--- config.mk ---
export PLATFORM = sky130hd
export DESIGN_NAME = t16cc_timer
export DESIGN_NICKNAME = d
export VERILOG_FILES = /design/src/rtl/t16cc_pkg.sv /design/src/rtl/t16cc_timer.sv
export VERILOG_INCLUDE_DIRS = /design/src /design/src/rtl
export SDC_FILE = /design/constraint.sdc
export NUM_CORES = 1
export LEC_CHECK = 0
export BUFFER_PORTS_ARGS = -buffer_cell sky130_fd_sc_hd__buf_2
export CORE_MARGIN = 1
export CORE_UTILIZATION = 55
export DETAILED_ROUTE_END_ITERATION = 10
export PLACE_DENSITY = 0.77
export SLEW_MARGIN = 40
export SYNTH_ARGS = -nofsm -noshare
export SYNTH_HDL_FRONTEND = slang
export SYNTH_SLANG_ARGS = --single-unit
--- constraint.sdc ---
create_clock -name clk -period 3 [get_ports clk]
set_input_delay 0.15 -clock clk [delete_from_list [all_inputs] [get_ports clk]]
set_output_delay 0.15 -clock clk [all_outputs]
set_load 0.005 [all_outputs]
--- src/rtl/t16cc_defines.svh ---
`ifndef T16CC_DEFINES_SVH
`define T16CC_DEFINES_SVH
// register offsets
`define T16CC_OFF_CTRL_B 8'h81
`define T16CC_OFF_CTRL_C 8'h82
`define T16CC_OFF_COUNT 8'h84
`define T16CC_OFF_CAPTURE 8'h86
`define T16CC_HIGH_STEP 8'h01
// control b fields
`define T16CC_B_FILTER 7
`define T16CC_B_EDGE 6
`define T16CC_B_MODE3 4
`define T16CC_B_MODE2 3
`define T16CC_B_CS_HI 2
`define T16CC_B_CS_LO 0
`define T16CC_B_WRITE_MASK 8'hDF
// control c fields
`define T16CC_C_FORCE_A 7
`define T16CC_C_FORCE_B 6
// reset values
`define T16CC_RST_CTRL_B 8'h00
`define T16CC_RST_WORD 16'h0000
// prescaler taps
`define T16CC_DIV8_MASK 10'h007
`define T16CC_DIV64_MASK 10'h03F
`define T16CC_DIV256_MASK 10'h0FF
`define T16CC_DIV1024_MASK 10'h3FF
// capture filter length
`define T16CC_FILTER_LEN 4
`endif

--- src/rtl/t16cc_pkg.sv ---
package t16cc_pkg;
   // clock select codes
   typedef enum logic [2:0] {
      T16CC_CS_STOP, T16CC_CS_DIV1, T16CC_CS_DIV8, T16CC_CS_DIV64,
      T16CC_CS_DIV256, T16CC_CS_DIV1024, T16CC_CS_EXT_FALL, T16CC_CS_EXT_RISE
   } t16cc_clksel_t;
   // one cpu i/o bus access
   typedef struct packed {
      logic [7:0] addr;
      logic wrEn;
      logic rdEn;
      logic [7:0] wrData;
   } t16cc_bus_t;
   // whole block state
   typedef struct packed {
      logic [7:0] ctrlB;
      logic [15:0] count;
      logic [15:0] capture;
      logic [7:0] temp;
      logic [9:0] pre;
      logic extSync1;
      logic extSync2;
      logic extPrev;
      logic capSync1;
      logic capSync2;
      logic [3:0] capHist;
      logic capFilt;
      logic capPrev;
      logic blockMatch;
      logic timerTick;
      logic captureFlag;
      logic captureEvent;
      logic forceA;
      logic forceB;
      logic [7:0] rdData;
   } t16cc_state_t;
endpackage

--- src/rtl/t16cc_timer.sv ---
// Overview of operation
// filter needs four equal capture samples
// edge bit: zero falling, one rising
// capture edge copies counter, sets flag
// capture off when capture register is top
// select 000 stops; 001-101 prescaled clock
// 110 external falling, 111 external rising
// force bits ignored in pwm modes
// force write gives immediate match strobe
// forced match: no flag, no clear
// force bits always read zero
// shared high-byte temp for 16-bit access
// counter write blocks next tick's match
// low byte base, high byte base+1
// software avoids counter writes while running
// flag cleared by vector or write one
// comparator may replace capture pin
// pins synchronised before edge detection
`timescale 1ns/100ps
`include "t16cc_defines.svh"
`default_nettype none
module t16cc_timer
   import t16cc_pkg::*;
#(
   parameter int FILTER_LEN = `T16CC_FILTER_LEN
) (
   input wire logic clk,
   input wire logic rst,
   input wire t16cc_bus_t bus,
   input wire logic [1:0] waveModeLow,
   input wire logic capturePin,
   input wire logic externalCountPin,
   input wire logic comparatorOut,
   input wire logic captureFromComparator,
   input wire logic captureVectorAck,
   input wire logic captureFlagWriteOne,
   output logic [7:0] rdData,
   output logic [15:0] counterValue,
   output logic [3:0] waveModeField,
   output logic timerTick,
   output logic matchBlock,
   output logic captureFlag,
   output logic captureEvent,
   output logic forceCompareA,
   output logic forceCompareB
);

   // filter history is four bits wide
   initial begin
      if (FILTER_LEN != 4) begin
         $error("t16cc_timer: FILTER_LEN must be 4");
      end
   end

   t16cc_state_t cur; // registered state
   t16cc_state_t nxt; // next state
   logic [3:0] mode; // full waveform mode
   logic tick; // counter clock enable this cycle
   logic extRise; // synced external pin rose
   logic extFall; // synced external pin fell
   logic capSrc; // chosen capture source
   logic capEdge; // qualified capture edge
   logic [15:0] word; // 16-bit write value
   logic [7:0] rdNext; // read mux result

   // prescaler tap test
   function automatic logic tapHit(
      input logic [9:0] pre,
      input logic [9:0] mask
   );
      tapHit = ((pre & mask) == mask);
   endfunction

   // counter clock for a select code
   function automatic logic clockTick(
      input t16cc_clksel_t sel,
      input logic [9:0] pre,
      input logic rise,
      input logic fall
   );
      unique case (sel)
         T16CC_CS_STOP: clockTick = 1'b0;
         T16CC_CS_DIV1: clockTick = 1'b1;
         T16CC_CS_DIV8: clockTick = tapHit(pre, `T16CC_DIV8_MASK);
         T16CC_CS_DIV64: clockTick = tapHit(pre, `T16CC_DIV64_MASK);
         T16CC_CS_DIV256: clockTick = tapHit(pre, `T16CC_DIV256_MASK);
         T16CC_CS_DIV1024: clockTick = tapHit(pre, `T16CC_DIV1024_MASK);
         T16CC_CS_EXT_FALL: clockTick = fall;
         T16CC_CS_EXT_RISE: clockTick = rise;
      endcase
   endfunction

   // modes where the capture register defines top
   function automatic logic captureIsTop(input logic [3:0] m);
      captureIsTop = (m == 4'h8) || (m == 4'hA) || (m == 4'hC) || (m == 4'hE);
   endfunction

   // modes that are not pwm
   function automatic logic nonPwm(input logic [3:0] m);
      nonPwm = (m == 4'h0) || (m == 4'h4) || (m == 4'hC);
   endfunction

   // address match for one register byte
   function automatic logic hitAt(input logic [7:0] a, input logic [7:0] off);
      hitAt = (a == off);
   endfunction

   // next-state logic
   always_comb begin
      nxt = cur;
      mode = {cur.ctrlB[`T16CC_B_MODE3], cur.ctrlB[`T16CC_B_MODE2], waveModeLow};
      // edges come only from synchronised copies
      extRise = cur.extSync2 & ~cur.extPrev;
      extFall = ~cur.extSync2 & cur.extPrev;
      tick = clockTick(t16cc_clksel_t'(cur.ctrlB[`T16CC_B_CS_HI:`T16CC_B_CS_LO]),
                       cur.pre, extRise, extFall);
      word = {cur.temp, bus.wrData};
      rdNext = 8'h00;

      // free-running prescaler
      nxt.pre = cur.pre + 10'h001;

      // two-stage synchronisers
      nxt.extSync1 = externalCountPin;
      nxt.extSync2 = cur.extSync1;
      nxt.extPrev = cur.extSync2;
      nxt.capSync1 = capturePin;
      nxt.capSync2 = cur.capSync1;

      // noise filter over four samples
      nxt.capHist = {cur.capHist[2:0], cur.capSync2};
      if (cur.capHist == 4'hF) begin
         nxt.capFilt = 1'b1;
      end else if (cur.capHist == 4'h0) begin
         nxt.capFilt = 1'b0;
      end

      // capture source select
      if (captureFromComparator) begin
         capSrc = comparatorOut;
      end else if (cur.ctrlB[`T16CC_B_FILTER]) begin
         capSrc = cur.capFilt;
      end else begin
         capSrc = cur.capSync2;
      end
      nxt.capPrev = capSrc;

      // edge qualification
      if (cur.ctrlB[`T16CC_B_EDGE]) begin
         capEdge = capSrc & ~cur.capPrev;
      end else begin
         capEdge = ~capSrc & cur.capPrev;
      end
      capEdge = capEdge & ~captureIsTop(mode);

      // counting and match blocking
      nxt.timerTick = tick;
      if (tick) begin
         nxt.count = cur.count + 16'h0001;
         nxt.blockMatch = 1'b0;
      end

      // capture copies counter
      nxt.captureEvent = capEdge;
      if (capEdge) begin
         nxt.capture = cur.count;
      end

      // capture flag: set wins over clear
      if (captureVectorAck || captureFlagWriteOne) begin
         nxt.captureFlag = 1'b0;
      end
      if (capEdge) begin
         nxt.captureFlag = 1'b1;
      end

      // force strobes default low
      nxt.forceA = 1'b0;
      nxt.forceB = 1'b0;

      // cpu writes
      if (bus.wrEn) begin
         if (hitAt(bus.addr, `T16CC_OFF_CTRL_B)) begin
            nxt.ctrlB = bus.wrData & `T16CC_B_WRITE_MASK;
         end else if (hitAt(bus.addr, `T16CC_OFF_CTRL_C)) begin
            // strobes only; matches do not set flags or clear counter
            if (nonPwm(mode)) begin
               nxt.forceA = bus.wrData[`T16CC_C_FORCE_A];
               nxt.forceB = bus.wrData[`T16CC_C_FORCE_B];
            end
         end else if (hitAt(bus.addr, `T16CC_OFF_COUNT)) begin
            // low byte commits both bytes
            nxt.count = word;
            nxt.blockMatch = 1'b1;
         end else if (hitAt(bus.addr, `T16CC_OFF_COUNT + `T16CC_HIGH_STEP)) begin
            nxt.temp = bus.wrData;
         end else if (hitAt(bus.addr, `T16CC_OFF_CAPTURE)) begin
            nxt.capture = word;
         end else if (hitAt(bus.addr, `T16CC_OFF_CAPTURE + `T16CC_HIGH_STEP)) begin
            nxt.temp = bus.wrData;
         end
      end

      // cpu reads
      if (bus.rdEn) begin
         if (hitAt(bus.addr, `T16CC_OFF_CTRL_B)) begin
            rdNext = cur.ctrlB;
         end else if (hitAt(bus.addr, `T16CC_OFF_CTRL_C)) begin
            rdNext = 8'h00;
         end else if (hitAt(bus.addr, `T16CC_OFF_COUNT)) begin
            // low read latches high byte
            rdNext = cur.count[7:0];
            nxt.temp = cur.count[15:8];
         end else if (hitAt(bus.addr, `T16CC_OFF_CAPTURE)) begin
            rdNext = cur.capture[7:0];
            nxt.temp = cur.capture[15:8];
         end else if (hitAt(bus.addr, `T16CC_OFF_COUNT + `T16CC_HIGH_STEP) ||
                      hitAt(bus.addr, `T16CC_OFF_CAPTURE + `T16CC_HIGH_STEP)) begin
            rdNext = cur.temp;
         end
      end
      nxt.rdData = rdNext;
   end

   // state register
   always_ff @(posedge clk or posedge rst) begin
      if (rst) begin
         cur <= '0;
         cur.ctrlB <= `T16CC_RST_CTRL_B;
         cur.count <= `T16CC_RST_WORD;
         cur.capture <= `T16CC_RST_WORD;
      end else begin
         cur <= nxt;
      end
   end

   // outputs straight from state
   assign rdData = cur.rdData;
   assign counterValue = cur.count;
   assign waveModeField = {cur.ctrlB[`T16CC_B_MODE3], cur.ctrlB[`T16CC_B_MODE2], 2'b00};
   assign timerTick = cur.timerTick;
   assign matchBlock = cur.blockMatch;
   assign captureFlag = cur.captureFlag;
   assign captureEvent = cur.captureEvent;
   assign forceCompareA = cur.forceA;
   assign forceCompareB = cur.forceB;

endmodule // t16cc_timer
`default_nettype wire

==> results of run 1 <==
worst max-delay path: cells and delay by family, from the launching register on:
kind | cells | cell delay (ps)
adders and majority gates | 2 | 440
and+or+nand+nor | 1 | 390
xor gates and xnor gates | 1 | 160
AOI/OAI and AO/OA | 3 | 750
DFF | 1 | 420
synth_stat cells (3+ instances only):
cell,count,share of area
mux2i_1,34,0.078
buf_6,5,0.013
mux2_2,7,0.018
a211oi_2,3,0.0087
buf_2,6,0.0069
and3_1,7,0.010
inv_1,7,0.0061
buf_4,29,0.050
clkbuf_1,4,0.0035
a211oi_1,11,0.019
o21ai_1,6,0.0069
o21ai_0,12,0.014
a21oi_1,32,0.037
nor2_1,30,0.026
a21oi_2,4,0.0081
nand2_1,26,0.022
nor2b_1,14,0.020
and2_1,4,0.0058
a31oi_1,3,0.0043
nand3_1,13,0.015
ha_1,3,0.0087
a22oi_1,7,0.012
xnor2_1,17,0.034
dfrtp_1,82,0.47
registers in the layout, summed over array words and instances, names as in the netlist:
signal	count
captureEvent	1
captureFlag	1
counterValue	16
cur	50
forceCompareA	1
forceCompareB	1
matchBlock	1
rdData	8
timerTick	1
waveModeField	2
cell families after synthesis:
| group | after synthesis |
|---|---|
| AOI/OAI and AO/OA | 90 |
| xor gates and xnor gates | 19 |
| adders and majority gates | 3 |
| buffers and inverters | 54 |
| DFF | 82 |
| muxes | 41 |
| other | 1 |
| and+or+nand+nor | 118 |
power by group through the flow:
stage | Combinational [mW] | Sequential [mW] | Clock [mW]
6_report | 0.523 | 1.38 | 0.937
5_1_grt | 0.583 | 1.41 | 0.990
4_1_cts | 0.527 | 1.38 | 0.955
3_5_place_dp | 0.523 | 1.40 | 0
3_3_place_gp | 0.502 | 1.40 | 0
2_1_floorplan | 0.450 | 1.35 | 0
worst max-delay path by stage:
stage,end,depth (start not counted),start
4_1_cts,counterValue[8],7,cur[25]
3_3_place_gp,cur[35],8,bus[13]
3_5_place_dp,cur[35],8,bus[13]
6_report,counterValue[8],7,cur[25]
5_1_grt,counterValue[8],7,cur[25]
2_1_floorplan,captureEvent,1,rst
through the flow:
step                      hold WS, ps  power (mW)  utilization  std cells
final                           20.60       2.843       0.6139        548
after global routing            25.62       2.979       0.6139        548
after CTS                       7.186       2.863       0.6139        548
after detailed placement        203.6       1.926       0.5799        530
after global placement          259.0       1.897       0.5794        530
after floorplan                 181.4       1.802            -        409
cell type report:
type / instances / area (um2)
Fill cell: 664 / 2968
Sequential cell: 82 / 2052
Multi-Input combinational cell: 273 / 1899
Clock buffer: 10 / 127.6
Inverter: 7 / 31.28
Timing Repair Buffer: 69 / 377.9
Clock inverter: 5 / 103.9
Tap cell: 102 / 127.6
timing repair:
item                                   4_1_cts  5_1_grt
setup buffers                                0        0
hold buffers                                 3        0
endpoints found under the hold margin       50        0
routing by layer:
metal / vias to the layer above / routed length (um) / share of wire / GRT usage
li1: 1474 / - / - / -
met1: 1491 / 3911 / 0.44 / 0.2963
met2: 80 / 4483 / 0.50 / 0.4003
met3: 13 / 398 / 0.044 / 0.03872
met4: 0 / 163 / 0.018 / 0.1124
met5: - / 0 / 0 / 0
==> flow_metrics.tcl, run 1 <==
set metrics [dict create \
    status "completed" \
    grt_setup_unrepaired "false" \
    arrival_ps 2520 \
    synth_top_family_by_area "simple AND/OR/NAND/NOR gates" \
    reg2reg_depth 7 \
    pwr-share-seq 0.487 \
    dp_hpwl_mm 6.256 \
    required_ps 3210 \
    via_count 3058 \
    root_buffer "clkbuf_8" \
    peakVddDrop_mv 0.3569 \
    max_stage_delay_ps 580 \
    cp_max_fo 7 \
    viasPerCell 5.580 \
    leakage_nw 2.080 \
    io_buffers 59 \
    min_from "captureFromComparator" \
    max-slew-margin-rel 0.5582 \
    clkPwrFrac 0.330 \
    post-route-period-util 0.7695 \
    remaining_drc_errors 0 \
    cp_slowest_cell "a211oi_1" \
    syn_to_final_growth_pct 8.797 \
    cap_viol_max_count 0 \
    dieWidth_um 90.81 \
    fin_worst_skew_ps 9.825 \
    ys_warn_count 0 \
    powerDensity_nw_per_um2 602.5 \
    period_minus_slack_ps 2308 \
    fp.dieArea_um2 8246 \
    synth-simple-area-share 0.1483 \
    dr.pass1.iters 4 \
    grt_util_all_layers 0.2368 \
    pwr-share-comb 0.184 \
    synth-compound-area-share 0.1442 \
    finalSetupViolCount 0 \
    whs_endpoint "cur[14]" \
    cp-start-kind "register" \
    path_common_cell "ha_1" \
    grt_pass1_vias 3115 \
    grt_max_degree 51 \
    pre_cts_slack_ps 613.7 \
    cts_max_path_buffers 2 \
    synth-seq-cells 82 \
    wl_per_cell_um 16.34 \
    ioPinCount 62 \
    synth_fa_ha_area_frac 0.008653 \
    cp_cell_sequence "ha_1 > ha_1 > a211oi_1 > nand3b_2 > a2111oi_2 > xnor2_1 > a21oi_1" \
    antenna_found_initial 0 \
    seq_area_frac_synth 0.4730 \
    ys_types 59 \
    synth_xor_area_frac 0.03836 \
    switching_share 0.2864 \
    synth_area_um2 4338 \
    tns_ps 0 \
    clk_pin_slew_ps 80 \
    synth-edff-count 0 \
    cts_tree "yes" \
    die_h_um 90.81 \
    fmax_ghz 0.4332 \
    coreArea_um2 7687 \
    initial_core_util 0.5643 \
    synth-main-ff-cell "dfrtp_1" \
    finalInstanceArea_um2 4720 \
    p_int_mw 2.029 \
    gp_congestion 0.8304 \
    most-common-layout-cells "dfrtp_1 (82), buf_2 (59), mux2i_1 (34)" \
    wl_mm 8.957 \
    slew_violations 0 \
    hold_viol 0 \
    syn_area_per_cell_um2 10.63 \
    ant_nets 0 \
    tightestPinTransition_ps 662.7 \
    final_nets 473 \
    async_flop_share 1.000 \
    worst_slack_ps 691.6 \
    antenna_cells 0 \
    r2r-end "counterValue[8]" \
    rrSetupSlack_ps 690 \
    overflow 0 \
    post_dp_cell_area_um2 4458 \
    hold_path_depth 2 \
    cts.sinks 82 \
    rr_startpoint "cur[25]" \
    syn-instance-count 408 \
    yosys-mux-area-fraction 0.09663 \
    clk_latency_ps 350 \
    cts_inserted_buffers 9 \
    p_switching_mw 0.8143 \
    final_common_cell "dfrtp_1" \
    hold_path.class "input pin to register" \
    drive_gt1_frac 0.2534 \
    grt_pass1_wl_mm 15.12 \
    htree_levels 3 \
    criticalPathCategory "register to register" \
    core.rowCount 32 \
    drt_iter0_drc 148 \
    worstSetupEndpointType "register" \
    cts.repair.resized 0 \
]
Power figures use the tool's default switching activity.
==> run 2: changes to the inputs <==
--- a/config.mk
+++ b/config.mk
@@ -8,9 +8,9 @@
 export LEC_CHECK = 0
 export BUFFER_PORTS_ARGS = -buffer_cell sky130_fd_sc_hd__buf_2
 export CORE_MARGIN = 1
-export CORE_UTILIZATION = 55
+export CORE_UTILIZATION = 52
 export DETAILED_ROUTE_END_ITERATION = 10
-export PLACE_DENSITY = 0.77
+export PLACE_DENSITY = 0.76
 export SLEW_MARGIN = 40
 export SYNTH_ARGS = -nofsm -noshare
 export SYNTH_HDL_FRONTEND = slang
==> constraint.sdc (replaced) <==
create_clock -name clk -period 2.1 [get_ports clk]
set_input_delay 0.105 -clock clk [delete_from_list [all_inputs] [get_ports clk]]
set_output_delay 0.105 -clock clk [all_outputs]
set_load 0.005 [all_outputs]
==> run 2 against run 1 <==
Critical path depth stayed put. First-iteration DRC count is 3.4% higher. Hold slack better by 19 ps. Clock skew is 1.4 ps lower. Clock power is 8% higher. Critical path type unchanged.
==> flow_metrics.tcl, run 2 (synthesis results as in run 1) <==
set metrics [dict create \
    status "completed" \
    post_dp_cell_area_um2 4617 \
    hold_path.class "input pin to register" \
    powerDensity_nw_per_um2 775.9 \
    fin_worst_skew_ps 8.419 \
    fmax_ghz 0.4947 \
    drt_iter0_drc 153 \
    die_h_um 93.34 \
    final_nets 489 \
    antenna_cells 0 \
    arrival_ps 2260 \
    switching_share 0.3098 \
    p_switching_mw 1.172 \
    period_minus_slack_ps 2022 \
    remaining_drc_errors 0 \
    grt_pass1_vias 3010 \
    max_stage_delay_ps 450 \
    required_ps 2340 \
    p_int_mw 2.612 \
    ant_nets 0 \
    path_buf_inv 0 \
    viasPerCell 5.508 \
    layout.cells.non_filler 565 \
    most-common-layout-cells "dfrtp_1 (81), buf_2 (59), mux2i_1 (34)" \
    fp.dieArea_um2 8711 \
    finalSetupViolCount 0 \
    cp-start-kind "register" \
    largest_register_ffs 50 \
    whs_ps 39.62 \
    post-route-period-util 0.9627 \
    root_buffer "clkbuf_8" \
    grt_pass1_wl_mm 14.99 \
    drive_gt1_frac 0.2894 \
    cp_max_fo 7 \
    overflow 0 \
    clk_latency_ps 350 \
    cts_inserted_buffers 9 \
    htree_levels 3 \
    placed_cells 543 \
    criticalPathCategory "register to register" \
    ioPinCount 62 \
    total_power_mw 3.784 \
    slew_violations 0 \
    grt_setup_unrepaired "true" \
    core.rowCount 32 \
    syn_to_final_growth_pct 12.43 \
    grt_max_degree 83 \
    cap_viol_max_count 0 \
    wl_per_cell_um 16.00 \
    leakage_nw 2.138 \
    clk_pin_slew_ps 80 \
    coreArea_um2 7888 \
    crit_family "compound AO/OA/AOI/OAI gates" \
    peakVddDrop_mv 0.4345 \
    gp_congestion 0.8558 \
    pwr-share-comb 0.214 \
    wl_mm 9.039 \
    cts_max_path_buffers 2 \
    worstSetupEndpointType "register" \
    cp_cell_sequence "ha_2 > ha_4 > a211oi_1 > nand3b_2 > a2111oi_1 > xnor2_1 > a21oi_1" \
    regMostFlops "cur" \
    final_common_cell "dfrtp_1" \
    hold_viol 0 \
    finalInstanceArea_um2 4877 \
    dp_hpwl_mm 6.451 \
    io_buffers 59 \
    via_count 3112 \
    tns_ps 0 \
    cts.sinks 82 \
    cts_tree "yes" \
    antenna_found_initial 0 \
    dr.pass1.iters 4 \
    cp_slowest_cell "a2111oi_1" \
    nFillCells 687 \
    pwr-share-seq 0.519 \
    grt_util_all_layers 0.2255 \
    dieWidth_um 93.34 \
    clkPwrFrac 0.267 \
    initial_core_util 0.5500 \
]
-- run 2: path summary, 6_finish.rpt --
path | startpoint | to | slack (ps) | cells after the start
setup / recovery | cur[26] | counterValue[10] | 80 | 7
hold / removal | bus[7] | counterValue[7] | 40 | 3
setup reg to reg | cur[26] | counterValue[10] | 80 | 7
hold reg to reg | cur[24] | cur[23] | 350 | 0
max in group asynchronous | rst | cur[27] | 1320 | 4
min in group asynchronous | rst | cur[14] | 430 | 4
-- run 2: worst min-delay path, stage by stage --
cell and delay [ps]:
buf_2 140, nand2_1 60, o21ai_1 50
-- run 2: per-stage QoR --
step,setup WS (ps),utilization
2_1_floorplan,135.7,-
3_3_place_gp,87.78,0.5853
3_5_place_dp,20.21,0.5853
4_1_cts,0.9972,0.6129
5_1_grt,-22.87,0.6183
6_report,78.43,0.6183
-- run 2: cell type report --
class,instances,area (um2),share of cell area
inverters,7,30.03,0.006157
well taps,102,127.6,0.02617
multi-input cells,273,1931,0.3958
clock inverters,4,27.53,0.005644
flip-flops and latches,82,2053,0.4210
clock buffers,12,145.1,0.02976
repair buffers,85,563.0,0.1154
-- run 2: power groups by stage --
| stage | registers [mW] | logic, mW | clock network [mW] |
|---|---|---|---|
| floorplan | 1.93 | 0.644 | 0 |
| CTS | 1.97 | 0.799 | 1.04 |
| global placement | 1.98 | 0.764 | 0 |
| detailed placement | 2.00 | 0.790 | 0 |
| finish | 1.97 | 0.808 | 1.01 |
| global route | 2.00 | 0.899 | 1.10 |
-- run 2: repair_timing --
item,4_1_cts,5_1_grt
resized for setup,2,6
hold buffers,4,0
endpoints found under the hold margin,85,0
pin swaps,0,4
buffers inserted,0,2
setup endpoints to repair,2,7
cloned,0,0
-- run 2: layer usage --
layer,part of all wire,global-route usage
met5,0,0
met4,0.017,0.08333
met3,0.043,0.04390
met2,0.50,0.3683
met1,0.44,0.2979
